==> src/rtl/spd_defines.vh <==
`ifndef SPD_DEFINES_VH
`define SPD_DEFINES_VH
// ****************************************
// Register map
// ****************************************
`define SPD_ADDR_CTRL     4'h0
`define SPD_ADDR_STAT     4'h1
`define SPD_ADDR_CNTR     4'h2
`define SPD_ADDR_RXDATA   4'h3
`define SPD_ADDR_TXDATA   4'h4
`define SPD_ADDR_PC       4'h5
// ****************************************
// Control fields
// ****************************************
`define SPD_CTRL_DBG      0
`define SPD_CTRL_BRKEN    1
`define SPD_CTRL_LOOP     2
`define SPD_CTRL_PCMATCH  3
`define SPD_CTRL_CNTDN    4
`define SPD_CTRL_CYCCNT   5
`define SPD_CTRL_RESET    8'h00
// ****************************************
// Link timing
// ****************************************
`define SPD_SYNC_LOWBITS  4'h8
`define SPD_BREAK_BITS    4'h9
`define SPD_TXBRK_CYCLES  13'h1000
`define SPD_BRK_OPCODE    8'h00
`define SPD_CNT_MAX       16'hffff
`define SPD_MIN_BIT       16'h0004
`define SPD_MAX_BIT       16'h0200
`define SPD_STRAP_EDGE    2'h2
`define SPD_STRAP_DONE    2'h3
`endif

==> src/rtl/spd_debug_link.v <==
// Decided for this implementation: the register offsets and the AHB-Lite register port.
`include "spd_defines.vh"
module spd_debug_link #(
    parameter TXBRK_CYCLES = 4096
) (
    input  wire        hclk,
    input  wire        hresetn,
    input  wire        hsel,
    input  wire [31:0] haddr,
    input  wire [1:0]  htrans,
    input  wire        hwrite,
    input  wire [2:0]  hsize,
    input  wire [31:0] hwdata,
    input  wire        hready,
    output wire        hreadyout,
    output wire        hresp,
    output reg  [31:0] hrdata,
    input  wire        debug_pin_in,
    output wire        debug_pin_out,
    output wire        debug_pin_oe,
    input  wire        stop_mode,
    input  wire        cpu_brk_decode,
    input  wire        cpu_brk_return,
    input  wire [15:0] cpu_pc,
    output wire        cpu_fetch_stop,
    output wire        cpu_brk_loop,
    output reg         sys_reset_req,
    output wire        debug_mode,
    output wire        cmd_enable,
    output reg         rx_valid,
    output reg  [7:0]  rx_data
);
// ****************************************
// Pin synchroniser
// ****************************************
reg        pin_s1;
reg        pin_s2;
always @(posedge hclk or negedge hresetn) begin
    if (!hresetn) begin
        pin_s1 <= 1'b1;
        pin_s2 <= 1'b1;
    end else begin
        pin_s1 <= debug_pin_in;
        pin_s2 <= pin_s1;
    end
end
// ****************************************
// Bus slave
// ****************************************
reg        wr_pend;
reg  [3:0] wr_idx;
wire       req_go  = hsel & hready & htrans[1];
wire [3:0] req_idx = haddr[5:2];
assign hreadyout = 1'b1;
assign hresp     = 1'b0;
always @(posedge hclk or negedge hresetn) begin
    if (!hresetn) begin
        wr_pend <= 1'b0;
        wr_idx  <= 4'h0;
    end else begin
        wr_pend <= req_go & hwrite;
        wr_idx  <= req_idx;
    end
end
wire wr_ctrl = wr_pend && (wr_idx == `SPD_ADDR_CTRL);
wire wr_cntr = wr_pend && (wr_idx == `SPD_ADDR_CNTR);
wire wr_tx   = wr_pend && (wr_idx == `SPD_ADDR_TXDATA);
wire rd_rx   = req_go && !hwrite && (req_idx == `SPD_ADDR_RXDATA);
// ****************************************
// Control and mode
// ****************************************
reg  [7:0]  ctrl;
reg  [15:0] cntr;
reg  [1:0]  strap_cnt;
reg         looping;
wire        brk_en  = ctrl[`SPD_CTRL_BRKEN];
wire        loop_en = ctrl[`SPD_CTRL_LOOP];
wire        dbg     = ctrl[`SPD_CTRL_DBG];
wire        pc_hit  = ctrl[`SPD_CTRL_PCMATCH] && (cpu_pc == cntr);
wire        cd_hit  = ctrl[`SPD_CTRL_CNTDN] && (cntr == 16'h0000);
wire        brk_hit = cpu_brk_decode && brk_en && !loop_en;
wire        lp_back = looping && !loop_en && cpu_brk_return;
wire        enter   = brk_hit | lp_back | (!dbg && (pc_hit | cd_hit));
assign debug_mode     = dbg;
assign cpu_fetch_stop = dbg;
assign cpu_brk_loop   = looping;
assign cmd_enable     = dbg && !looping;
// Hardware reset of hresetn covers power-on, brownout and reset pin
always @(posedge hclk or negedge hresetn) begin
    if (!hresetn) begin
        ctrl       <= `SPD_CTRL_RESET;
        strap_cnt  <= 2'h0;
        looping    <= 1'b0;
    end else begin
        // Synchroniser needs two edges before the pin level is valid
        if (strap_cnt != `SPD_STRAP_DONE)
            strap_cnt <= strap_cnt + 2'h1;
        if (wr_ctrl)
            ctrl <= hwdata[7:0];
        if (strap_cnt == `SPD_STRAP_EDGE && !pin_s2)
            ctrl[`SPD_CTRL_DBG] <= 1'b1;
        if (enter)
            ctrl[`SPD_CTRL_DBG] <= 1'b1;
        if (cpu_brk_decode && brk_en && loop_en)
            looping <= 1'b1;
        else if (lp_back || dbg)
            looping <= 1'b0;
    end
end
// Stop-mode wake by pin low
always @(posedge hclk or negedge hresetn) begin
    if (!hresetn)
        sys_reset_req <= 1'b0;
    else
        sys_reset_req <= stop_mode && !pin_s2;
end
// ****************************************
// Counter
// ****************************************
reg dbg_q;
always @(posedge hclk or negedge hresetn) begin
    if (!hresetn) begin
        cntr  <= 16'h0000;
        dbg_q <= 1'b0;
    end else begin
        dbg_q <= dbg;
        if (wr_cntr)
            cntr <= hwdata[15:0];
        else if (ctrl[`SPD_CTRL_CYCCNT]) begin
            if (dbg_q && !dbg)
                cntr <= 16'h0000;
            else if (!dbg && cntr != `SPD_CNT_MAX)
                cntr <= cntr + 16'h0001;
        end else if (ctrl[`SPD_CTRL_CNTDN] && !dbg && cntr != 16'h0000)
            cntr <= cntr - 16'h0001;
    end
end
// ****************************************
// Serial link
// ****************************************
localparam ST_IDLE  = 3'h0;
localparam ST_SYNC  = 3'h1;
localparam ST_READY = 3'h2;
localparam ST_RX    = 3'h3;
localparam ST_TX    = 3'h4;
localparam ST_TXBRK = 3'h5;
localparam ST_HOLD  = 3'h6;
localparam [19:0] TXBRK_LAST = TXBRK_CYCLES - 1;
reg  [2:0]  state;
reg  [15:0] bit_len;
reg  [19:0] tcnt;
reg  [3:0]  bitn;
reg  [8:0]  shreg;
reg         drv_low;
reg         fr_err;
reg         coll;
reg         brk_seen;
reg  [7:0]  tx_buf;
reg         tx_full;
wire [19:0] bit_w  = {4'h0, bit_len};
wire [19:0] half_w = {5'h00, bit_len[15:1]};
wire [19:0] brk_w  = bit_w * {16'h0000, `SPD_BREAK_BITS};
assign debug_pin_out = 1'b0;
assign debug_pin_oe  = drv_low;
always @(posedge hclk or negedge hresetn) begin
    if (!hresetn) begin
        state    <= ST_IDLE;
        bit_len  <= 16'h0000;
        tcnt     <= 20'h00000;
        bitn     <= 4'h0;
        shreg    <= 9'h000;
        drv_low  <= 1'b0;
        fr_err   <= 1'b0;
        coll     <= 1'b0;
        brk_seen <= 1'b0;
        rx_valid <= 1'b0;
        rx_data  <= 8'h00;
        tx_buf   <= 8'h00;
        tx_full  <= 1'b0;
    end else begin
        if (wr_tx && !tx_full) begin
            tx_buf  <= hwdata[7:0];
            tx_full <= 1'b1;
        end
        if (rd_rx)
            rx_valid <= 1'b0;
        case (state)
            ST_IDLE: begin
                tcnt <= 20'h00000;
                if (!pin_s2) begin
                    // Detecting edge counts as the first low cycle
                    tcnt  <= 20'h00001;
                    state <= ST_SYNC;
                end
            end
            ST_SYNC: begin
                if (pin_s2) begin
                    // Eight low bit times of the sync character
                    bit_len <= tcnt[18:3];
                    if (tcnt[18:3] < `SPD_MIN_BIT || tcnt[18:3] > `SPD_MAX_BIT)
                        state <= ST_IDLE;
                    else
                        state <= ST_READY;
                end else
                    tcnt <= tcnt + 20'h00001;
            end
            ST_READY: begin
                tcnt <= 20'h00000;
                bitn <= 4'h0;
                if (!pin_s2) begin
                    tcnt  <= 20'h00001;
                    state <= ST_RX;
                end else if (tx_full) begin
                    shreg   <= {tx_buf, 1'b0};
                    tx_full <= 1'b0;
                    drv_low <= 1'b1;
                    state   <= ST_TX;
                end
            end
            ST_RX: begin
                tcnt <= tcnt + 20'h00001;
                if (pin_s2)
                    tcnt <= tcnt + 20'h00001;
                if (!pin_s2 && tcnt >= brk_w) begin
                    brk_seen <= 1'b1;
                    tcnt     <= 20'h00000;
                    drv_low  <= 1'b1;
                    state    <= ST_TXBRK;
                end else if (tcnt == half_w + bit_w * {16'h0000, bitn}) begin
                    // Mid-bit sampling
                    if (bitn == 4'h9) begin
                        if (!pin_s2) begin
                            if (shreg[8:1] != 8'h00) begin
                                fr_err  <= 1'b1;
                                tcnt    <= 20'h00000;
                                drv_low <= 1'b1;
                                state   <= ST_TXBRK;
                            end
                        end else begin
                            rx_data  <= shreg[8:1];
                            rx_valid <= 1'b1;
                            state    <= ST_READY;
                        end
                    end else begin
                        shreg <= {pin_s2, shreg[8:1]};
                        bitn  <= bitn + 4'h1;
                    end
                end
            end
            ST_TX: begin
                tcnt <= tcnt + 20'h00001;
                if (tcnt == bit_w - 20'h00001) begin
                    tcnt <= 20'h00000;
                    bitn <= bitn + 4'h1;
                    if (bitn == 4'h9) begin
                        drv_low <= 1'b0;
                        state   <= ST_READY;
                    end else begin
                        drv_low <= (bitn == 4'h8) ? 1'b0 : !shreg[1];
                        shreg   <= {1'b1, shreg[8:1]};
                    end
                end else if (!drv_low && !pin_s2 && tcnt > {18'h00000, 2'h3}) begin
                    coll    <= 1'b1;
                    tcnt    <= 20'h00000;
                    drv_low <= 1'b1;
                    state   <= ST_TXBRK;
                end
            end
            ST_TXBRK: begin
                // Command aborted, pending byte dropped
                tx_full <= 1'b0;
                tcnt    <= tcnt + 20'h00001;
                if (tcnt == TXBRK_LAST) begin
                    drv_low <= 1'b0;
                    state   <= ST_HOLD;
                end
            end
            ST_HOLD: begin
                // Held until the line floats high again
                tcnt <= 20'h00000;
                if (pin_s2) begin
                    bit_len  <= 16'h0000;
                    fr_err   <= 1'b0;
                    coll     <= 1'b0;
                    brk_seen <= 1'b0;
                    state    <= ST_IDLE;
                end
            end
            default: state <= ST_IDLE;
        endcase
    end
end
// ****************************************
// Read mux
// ****************************************
always @(posedge hclk or negedge hresetn) begin
    if (!hresetn)
        hrdata <= 32'h00000000;
    else if (req_go && !hwrite) begin
        case (req_idx)
            `SPD_ADDR_CTRL:   hrdata <= {24'h000000, ctrl};
            `SPD_ADDR_STAT:   hrdata <= {16'h0000, bit_len[7:0], tx_full, rx_valid,
                                         brk_seen, coll, fr_err, looping,
                                         (state == ST_READY), dbg};
            `SPD_ADDR_CNTR:   hrdata <= {16'h0000, cntr};
            `SPD_ADDR_RXDATA: hrdata <= {24'h000000, rx_data};
            `SPD_ADDR_PC:     hrdata <= {16'h0000, cpu_pc};
            default:          hrdata <= 32'h00000000;
        endcase
    end
end
endmodule // spd_debug_link

==> config.mk <==
export PLATFORM = sky130hd
export DESIGN_NAME = spd_debug_link
export DESIGN_NICKNAME = d
export VERILOG_FILES = /design/src/rtl/spd_debug_link.v
export VERILOG_INCLUDE_DIRS = /design/src /design/src/rtl
export SDC_FILE = /design/constraint.sdc
export NUM_CORES = 1
export LEC_CHECK = 0
export BUFFER_PORTS_ARGS = -buffer_cell sky130_fd_sc_hd__buf_2
export CORE_MARGIN = 1
export CORE_UTILIZATION = 30
export CTS_CLUSTER_DIAMETER = 100
export DETAILED_ROUTE_END_ITERATION = 10
export GPL_TIMING_DRIVEN = 0
export MAX_ROUTING_LAYER = met4
export PLACE_DENSITY_LB_ADDON = 0.2
export SETUP_SLACK_MARGIN = 0.15
export SLEW_MARGIN = 20
export SYNTH_ARGS = -nofsm -noshare
export SYNTH_HDL_FRONTEND = slang
export SYNTH_SLANG_ARGS = --single-unit
==> constraint.sdc <==
create_clock -name hclk -period 5.35 [get_ports hclk]
set_input_delay 0.535 -clock hclk [delete_from_list [all_inputs] [get_ports hclk]]
set_output_delay 0.535 -clock hclk [all_outputs]
set_load 0.02 [all_outputs]
# == After elaboration in Yosys (flattened, before gate mapping) ==
# Cells that the tools add are included.
# totals
ram_bits,0
out_inout_bits,50
romBits,0
latchBits,0
input_bits,94
wordCells,237
ff_bits,142
n_memories,0
# op_classes
n_mux,83
add_sub_neg,7
bitwise_logic,7
reduce_logical,61
shift,0
order_cmp,4
eq_ne,48
multipliers,2
div_mod_pow,0
# op_table
cell,count
$mux W20,8
$pmux W20 S6,1
$mux W16,7
$pmux W16 S5,1
$mux W9,7
$mux W3,14
$eq A20 B20 Y1,2
$ne A2 B2 Y1 const B,19
$pmux W16 S2,1
$mux W1,31
$pmux W9 S3,1
$logic_and A1 B1 Y1,24
$ne A3 B3 Y1 const B,7
$pmux W3 S7,1
$add A15 B20 Y20,1
$add A20 B1 Y20 const B,1
$eq A20 B12 Y1 const B,1
$ge A20 B20 Y1,1
$gt A20 B2 Y1 const B,1
$mul A16 B4 Y20,1
$mul A16 B4 Y20 const B,1
$sub A16 B1 Y17 const B,1
$add A16 B1 Y16 const B,1
$eq A16 B16 Y1,1
other kinds (44),78

# == Depth between registers and ports, before layout ==
# depth
ltp_word,10
depth_mapped,24
mapped_depth_nobuf,24

# == Worst setup path before layout ==
# Ideal clock, no wire load.
# synth_timing
path_kind,register to register
start,register bit_len[2]
end,register shreg[1]
slack_ns,0.074
setup_time_ns,0.125
path_buffers,0
stages_incl_launch_ff,23
synth_period_minus_slack_ns,5.276
t_required_ns,5.225
arrival_time_ns,5.151
cell_sequence,dfrtp_1 > ha_1 > ha_1 > a21o_1 > a21oi_1 > o21bai_1 > a21oi_1 > o21bai_1 > a41o_1 > o41ai_1 > o21bai_1 > a21o_1 > xnor2_1 > ha_1 > a21o_1 > a21o_1 > a221o_1 > a311oi_1 > nor3_1 > nor3_1 > nand4_1 > a21oi_2 > mux2_2
# synth_via
elab_chain_cells,5
word_cells_on_any_way,12
cone_classes,2 x add/sub; 2 x mul; 1 x order compare; 5 x eq/ne; 2 x reduce/logical
# synth_rtl
item,line_no,rtl
"start, declared",spd_debug_link.v:150,reg [15:0] bit_len;
"start signal, assigned",spd_debug_link.v:199,bit_len <= tcnt[18:3];
"$mul A16 B4 Y20, on equally long branches","spd_debug_link.v:229, spd_debug_link.v:162",
$add A15 B20 Y20 / $ge A20 B20 Y1 (equally long branches),"spd_debug_link.v:229, spd_debug_link.v:224",
$eq A20 B20 Y1 / $logic_and A1 B1 Y1 (equally long branches),"spd_debug_link.v:229, spd_debug_link.v:224",
$ne A2 B2 Y1 (no source line),n/a,
$reduce_and A8 Y1 (no source line) *,n/a,
"end signal, assigned",spd_debug_link.v:214,"shreg <= {tx_buf, 1'b0};"
"end signal, assigned",spd_debug_link.v:245,"shreg <= {pin_s2, shreg[8:1]};"
"end signal, assigned",spd_debug_link.v:260,"shreg <= {1'b1, shreg[8:1]};"
"end, declared",spd_debug_link.v:153,reg [8:0] shreg;
# Mark *: on every way between the ends. The rest lies on a longest branch, timed or not.
# A chain may end at the register's enable or synchronous reset.

# == Worst setup path after layout ==
# layout_timing
start,register bit_len[5]
end,register shreg[6]
# Same word-level chain as after synthesis.

==> results.cfg <==
[yosys]
ys_async_sr_fraction_pct = 100.0
yosys_warnings = 0
synth_flop_cell = dfrtp_1
avgSynthCellArea_um2 = 8.733
yosys_register_bits = 125
synth_area_mm2 = 0.01181
syn_inst = 1352
synth_seq_area_share_pct = 26.51
synth_edf_count = 0
ys_types = 88

[worst_setup_path]
path_class = flop to flop
rr_endpoint = shreg[6]$_DFFE_PN0P_
critPathArrivalTime_ns = 5.83
worst_path_most_repeated_cell = a21o_1
critPathMaxFanout = 8
critPathLaunchType = flop
reg2reg_from = bit_len[5]$_DFFE_PN0P_
r2r_slack_ns = -0.15
crit_chain = ha_4, ha_4, a21o_1, a21oi_2, o21bai_1, a21oi_2, o21bai_2, a41o_1, o41ai_2, o21bai_1, a21o_1, xnor2_1, ha_1, a21o_1, a21o_1, a221o_1, a311oi_4, buf_6, nor3_4, nor3_2, nand4_1, a21oi_4, buf_12, mux2_4
worstPathRequired_ns = 5.68
r2r.worst_path.cells = 24
cp-end-kind = flop
slowest_stage = dfrtp_2
cp-endpoint = shreg[6]$_DFFE_PN0P_
worst_path_largest_cell_delay_ns = 0.46
crit_path_start = bit_len[5]$_DFFE_PN0P_

[clock_network]
cts_buffers = 17
clock_latency_ns = 0.44
holdBufCountCts = 0
cts_htree_levels = 4
cts-root-buf = clkbuf_16
cts.reportedPaths.clkPinSlew_ns = 0.07
cts_buffer_depth = 2
cts_tree = built
cts.sinks = 125

[placed_design]
port_buffers = 76
place_congestion = 0.9031
dpl.hpwl_mm = 30.58

[global_route]
grt_pass1_vias = 11030
grt_use_total_pct = 21.03
grt_max_degree = 73
grt_pass1_wl_mm = 64.01
grt_antenna_before_repair = 0
grt_overflow_total = 0

[timing]
relSlewSlack_pct = 35.12
setup_viol = 16
rsz0062_at_grt = yes
final_hold_viol_count = 0
setup_ws_ns = -0.1506
slew_viol_final = 0
hold_ws_ns = 0.009884
fin_crit_sh_pct = 102.8
skew_ns = 0.01208
fmax_ghz = 0.1818
worstMarginPinSlew_ns = 0.9696
min_period_ns = 5.501

[floorplanning]
die_area_mm2 = 0.04016
coreArea_mm2 = 0.03874
initial_core_util_pct = 30.48
io-pin-count = 144
num_rows = 72
die_w_um = 200.4
dieHeight_um = 200.4

[final_layout]
layout.nets = 1755
layout-area-overhead-vs-synth_pct = 27.60
fillers = 3994
diodes = 0
drive_above_1_share_pct = 25.87

[drt]
routedWlPerCell_um = 19.72
drt_iter0_markers = 853
ant_nets = 0
finalWirelength_mm = 40.69
drtPass1Iterations = 8
vias = 11040
drc = 0
drt-vias-per-instance = 5.347

[power_and_ir_drop]
ir_drop_mv = 0.2489
p_total_uw = 3952
p_leak_uw = 0.006914
power.density_mw_per_mm2 = 262.3

[status]
failed_checks = setup timing
status = complete, but fails checks

[run]
max_cap_violations = 0

[hold_path]
hold_path.class = input pin to async pin
-- layer usage --
layer	track usage, %	share of wire (%)	vias to the layer above
met5	-	0	-
met4	6.843	2.7	0
met3	3.157	4.9	65
met2	32.64	47	326
met1	28.02	45	5490
li1	-	-	5155
-- cell usage in the layout (no fill, tap or decap), types with 37 or more instances in the layout --
cell type / n
fa_1: 40
xnor2_1: 62
dfrtp_1: 110
ha_1: 72
nand2_1: 120
nand3_1: 43
buf_2: 78
a21oi_1: 53
inv_1: 70
clkbuf_1: 54
o21ai_0: 57
xor2_1: 37
nor2_1: 104
buf_4: 76
-- where the power goes --
part / internal, µW / total (µW) / switching [µW]
Combinational: 659 / 1570 / 912
Clock: 713 / 1230 / 520
Sequential: 1060 / 1150 / 91.3
-- sequential cells by signal, indices dropped and copies added (netlist names), 2 cells and up --
register   count
shreg          8
wr_idx         4
strap_cnt      2
bitn           4
hrdata        16
rx_data        8
bit_len       16
ctrl           8
tx_buf         8
tcnt          20
cntr          16
state          3
-- through the flow --
stage                     utilization [%]  cells  setup WS (ns)  cell area (µm²)  setup TNS (ns)
after floorplan                         -   1369         0.2006            11890               0
after detailed placement            33.50   1965         -1.356            12980          -47.60
after global placement              33.35   1963         -1.408            12920          -51.27
final                               38.90   2064        -0.1506            15070          -1.559
after global routing                38.90   2064        -0.3104            15070          -7.452
after CTS                           37.95   2047        -0.1297            14700         -0.9958
-- how the worst min path moves through the flow --
stage	startpoint	slack [ns]	to
3_5_place_dp	pin_s1$_DFF_PN1_	0.35	pin_s2$_DFF_PN1_
3_3_place_gp	pin_s1$_DFF_PN1_	0.35	pin_s2$_DFF_PN1_
2_1_floorplan	hresetn	0.24	bit_len[0]$_DFFE_PN0P_
5_1_grt	hresetn	0.03	hrdata[7]$_DFFE_PN0P_
4_1_cts	hresetn	0.02	hrdata[11]$_DFFE_PN0P_
6_report	hresetn	0.01	hrdata[11]$_DFFE_PN0P_
-- Yosys cell counts (all sizes together), types with 39 or more instances --
master | instances | area [µm²]
buf | 42 | 352.8
fa | 43 | 860.8
xnor2 | 64 | 560.5
xor2 | 39 | 341.6
dfrtp | 123 | 3078
nand3 | 44 | 220.2
clkbuf | 72 | 270.3
inv | 71 | 266.5
ha | 85 | 1064
a21oi | 63 | 319.1
nor2 | 111 | 416.7
o21ai | 73 | 365.4
nand2 | 124 | 465.5
-- kinds of logic (layout without fill, tap and decap cells) --
| family | count (synthesis) | in the layout | synth area share [%] |
|---|---|---|---|
| mux | 52 | 52 | 4.821 |
| compound gates | 303 | 303 | 17.56 |
| fa+ha+maj | 128 | 128 | 16.30 |
| simple gates | 453 | 453 | 19.37 |
| xor+xnor | 104 | 104 | 7.841 |
| other cells | 2 | 19 | 0.06360 |
| flops | 125 | 125 | 26.51 |
| buf+inv | 185 | 362 | 7.534 |
-- critical path, delay by kind of cell (launching register included) --
kind	cells	cell delay [ns]
buffers and inverters	2	0.34
adders and majority gates	3	0.81
DFF	1	0.46
and+or+nand+nor	3	0.46
xor gates and xnor gates	1	0.13
muxes	1	0.30
AOI/OAI and AO/OA	14	2.88
-- cell type report --
class / count / area [µm²] / area share, %
repair buffers: 146 / 1031 / 6.843
flip-flops and latches: 125 / 3147 / 20.89
clock buffers: 17 / 425.4 / 2.823
plain buffers: 113 / 813.3 / 5.398
well taps: 518 / 648.1 / 4.302
multi-input cells: 1059 / 8546 / 56.72
inverters: 71 / 266.5 / 1.769
clock inverters: 15 / 190.2 / 1.262
-- timing repair --
item / CTS / global route
pin swaps: 57 / 45
hold endpoints to repair: 0 / 0
endpoints found under the setup margin: 47 / 45
resized for setup: 180 / 64
gates cloned: 2 / 0
setup buffers: 48 / 18
Note: power is estimated with default switching activity, not from simulation.
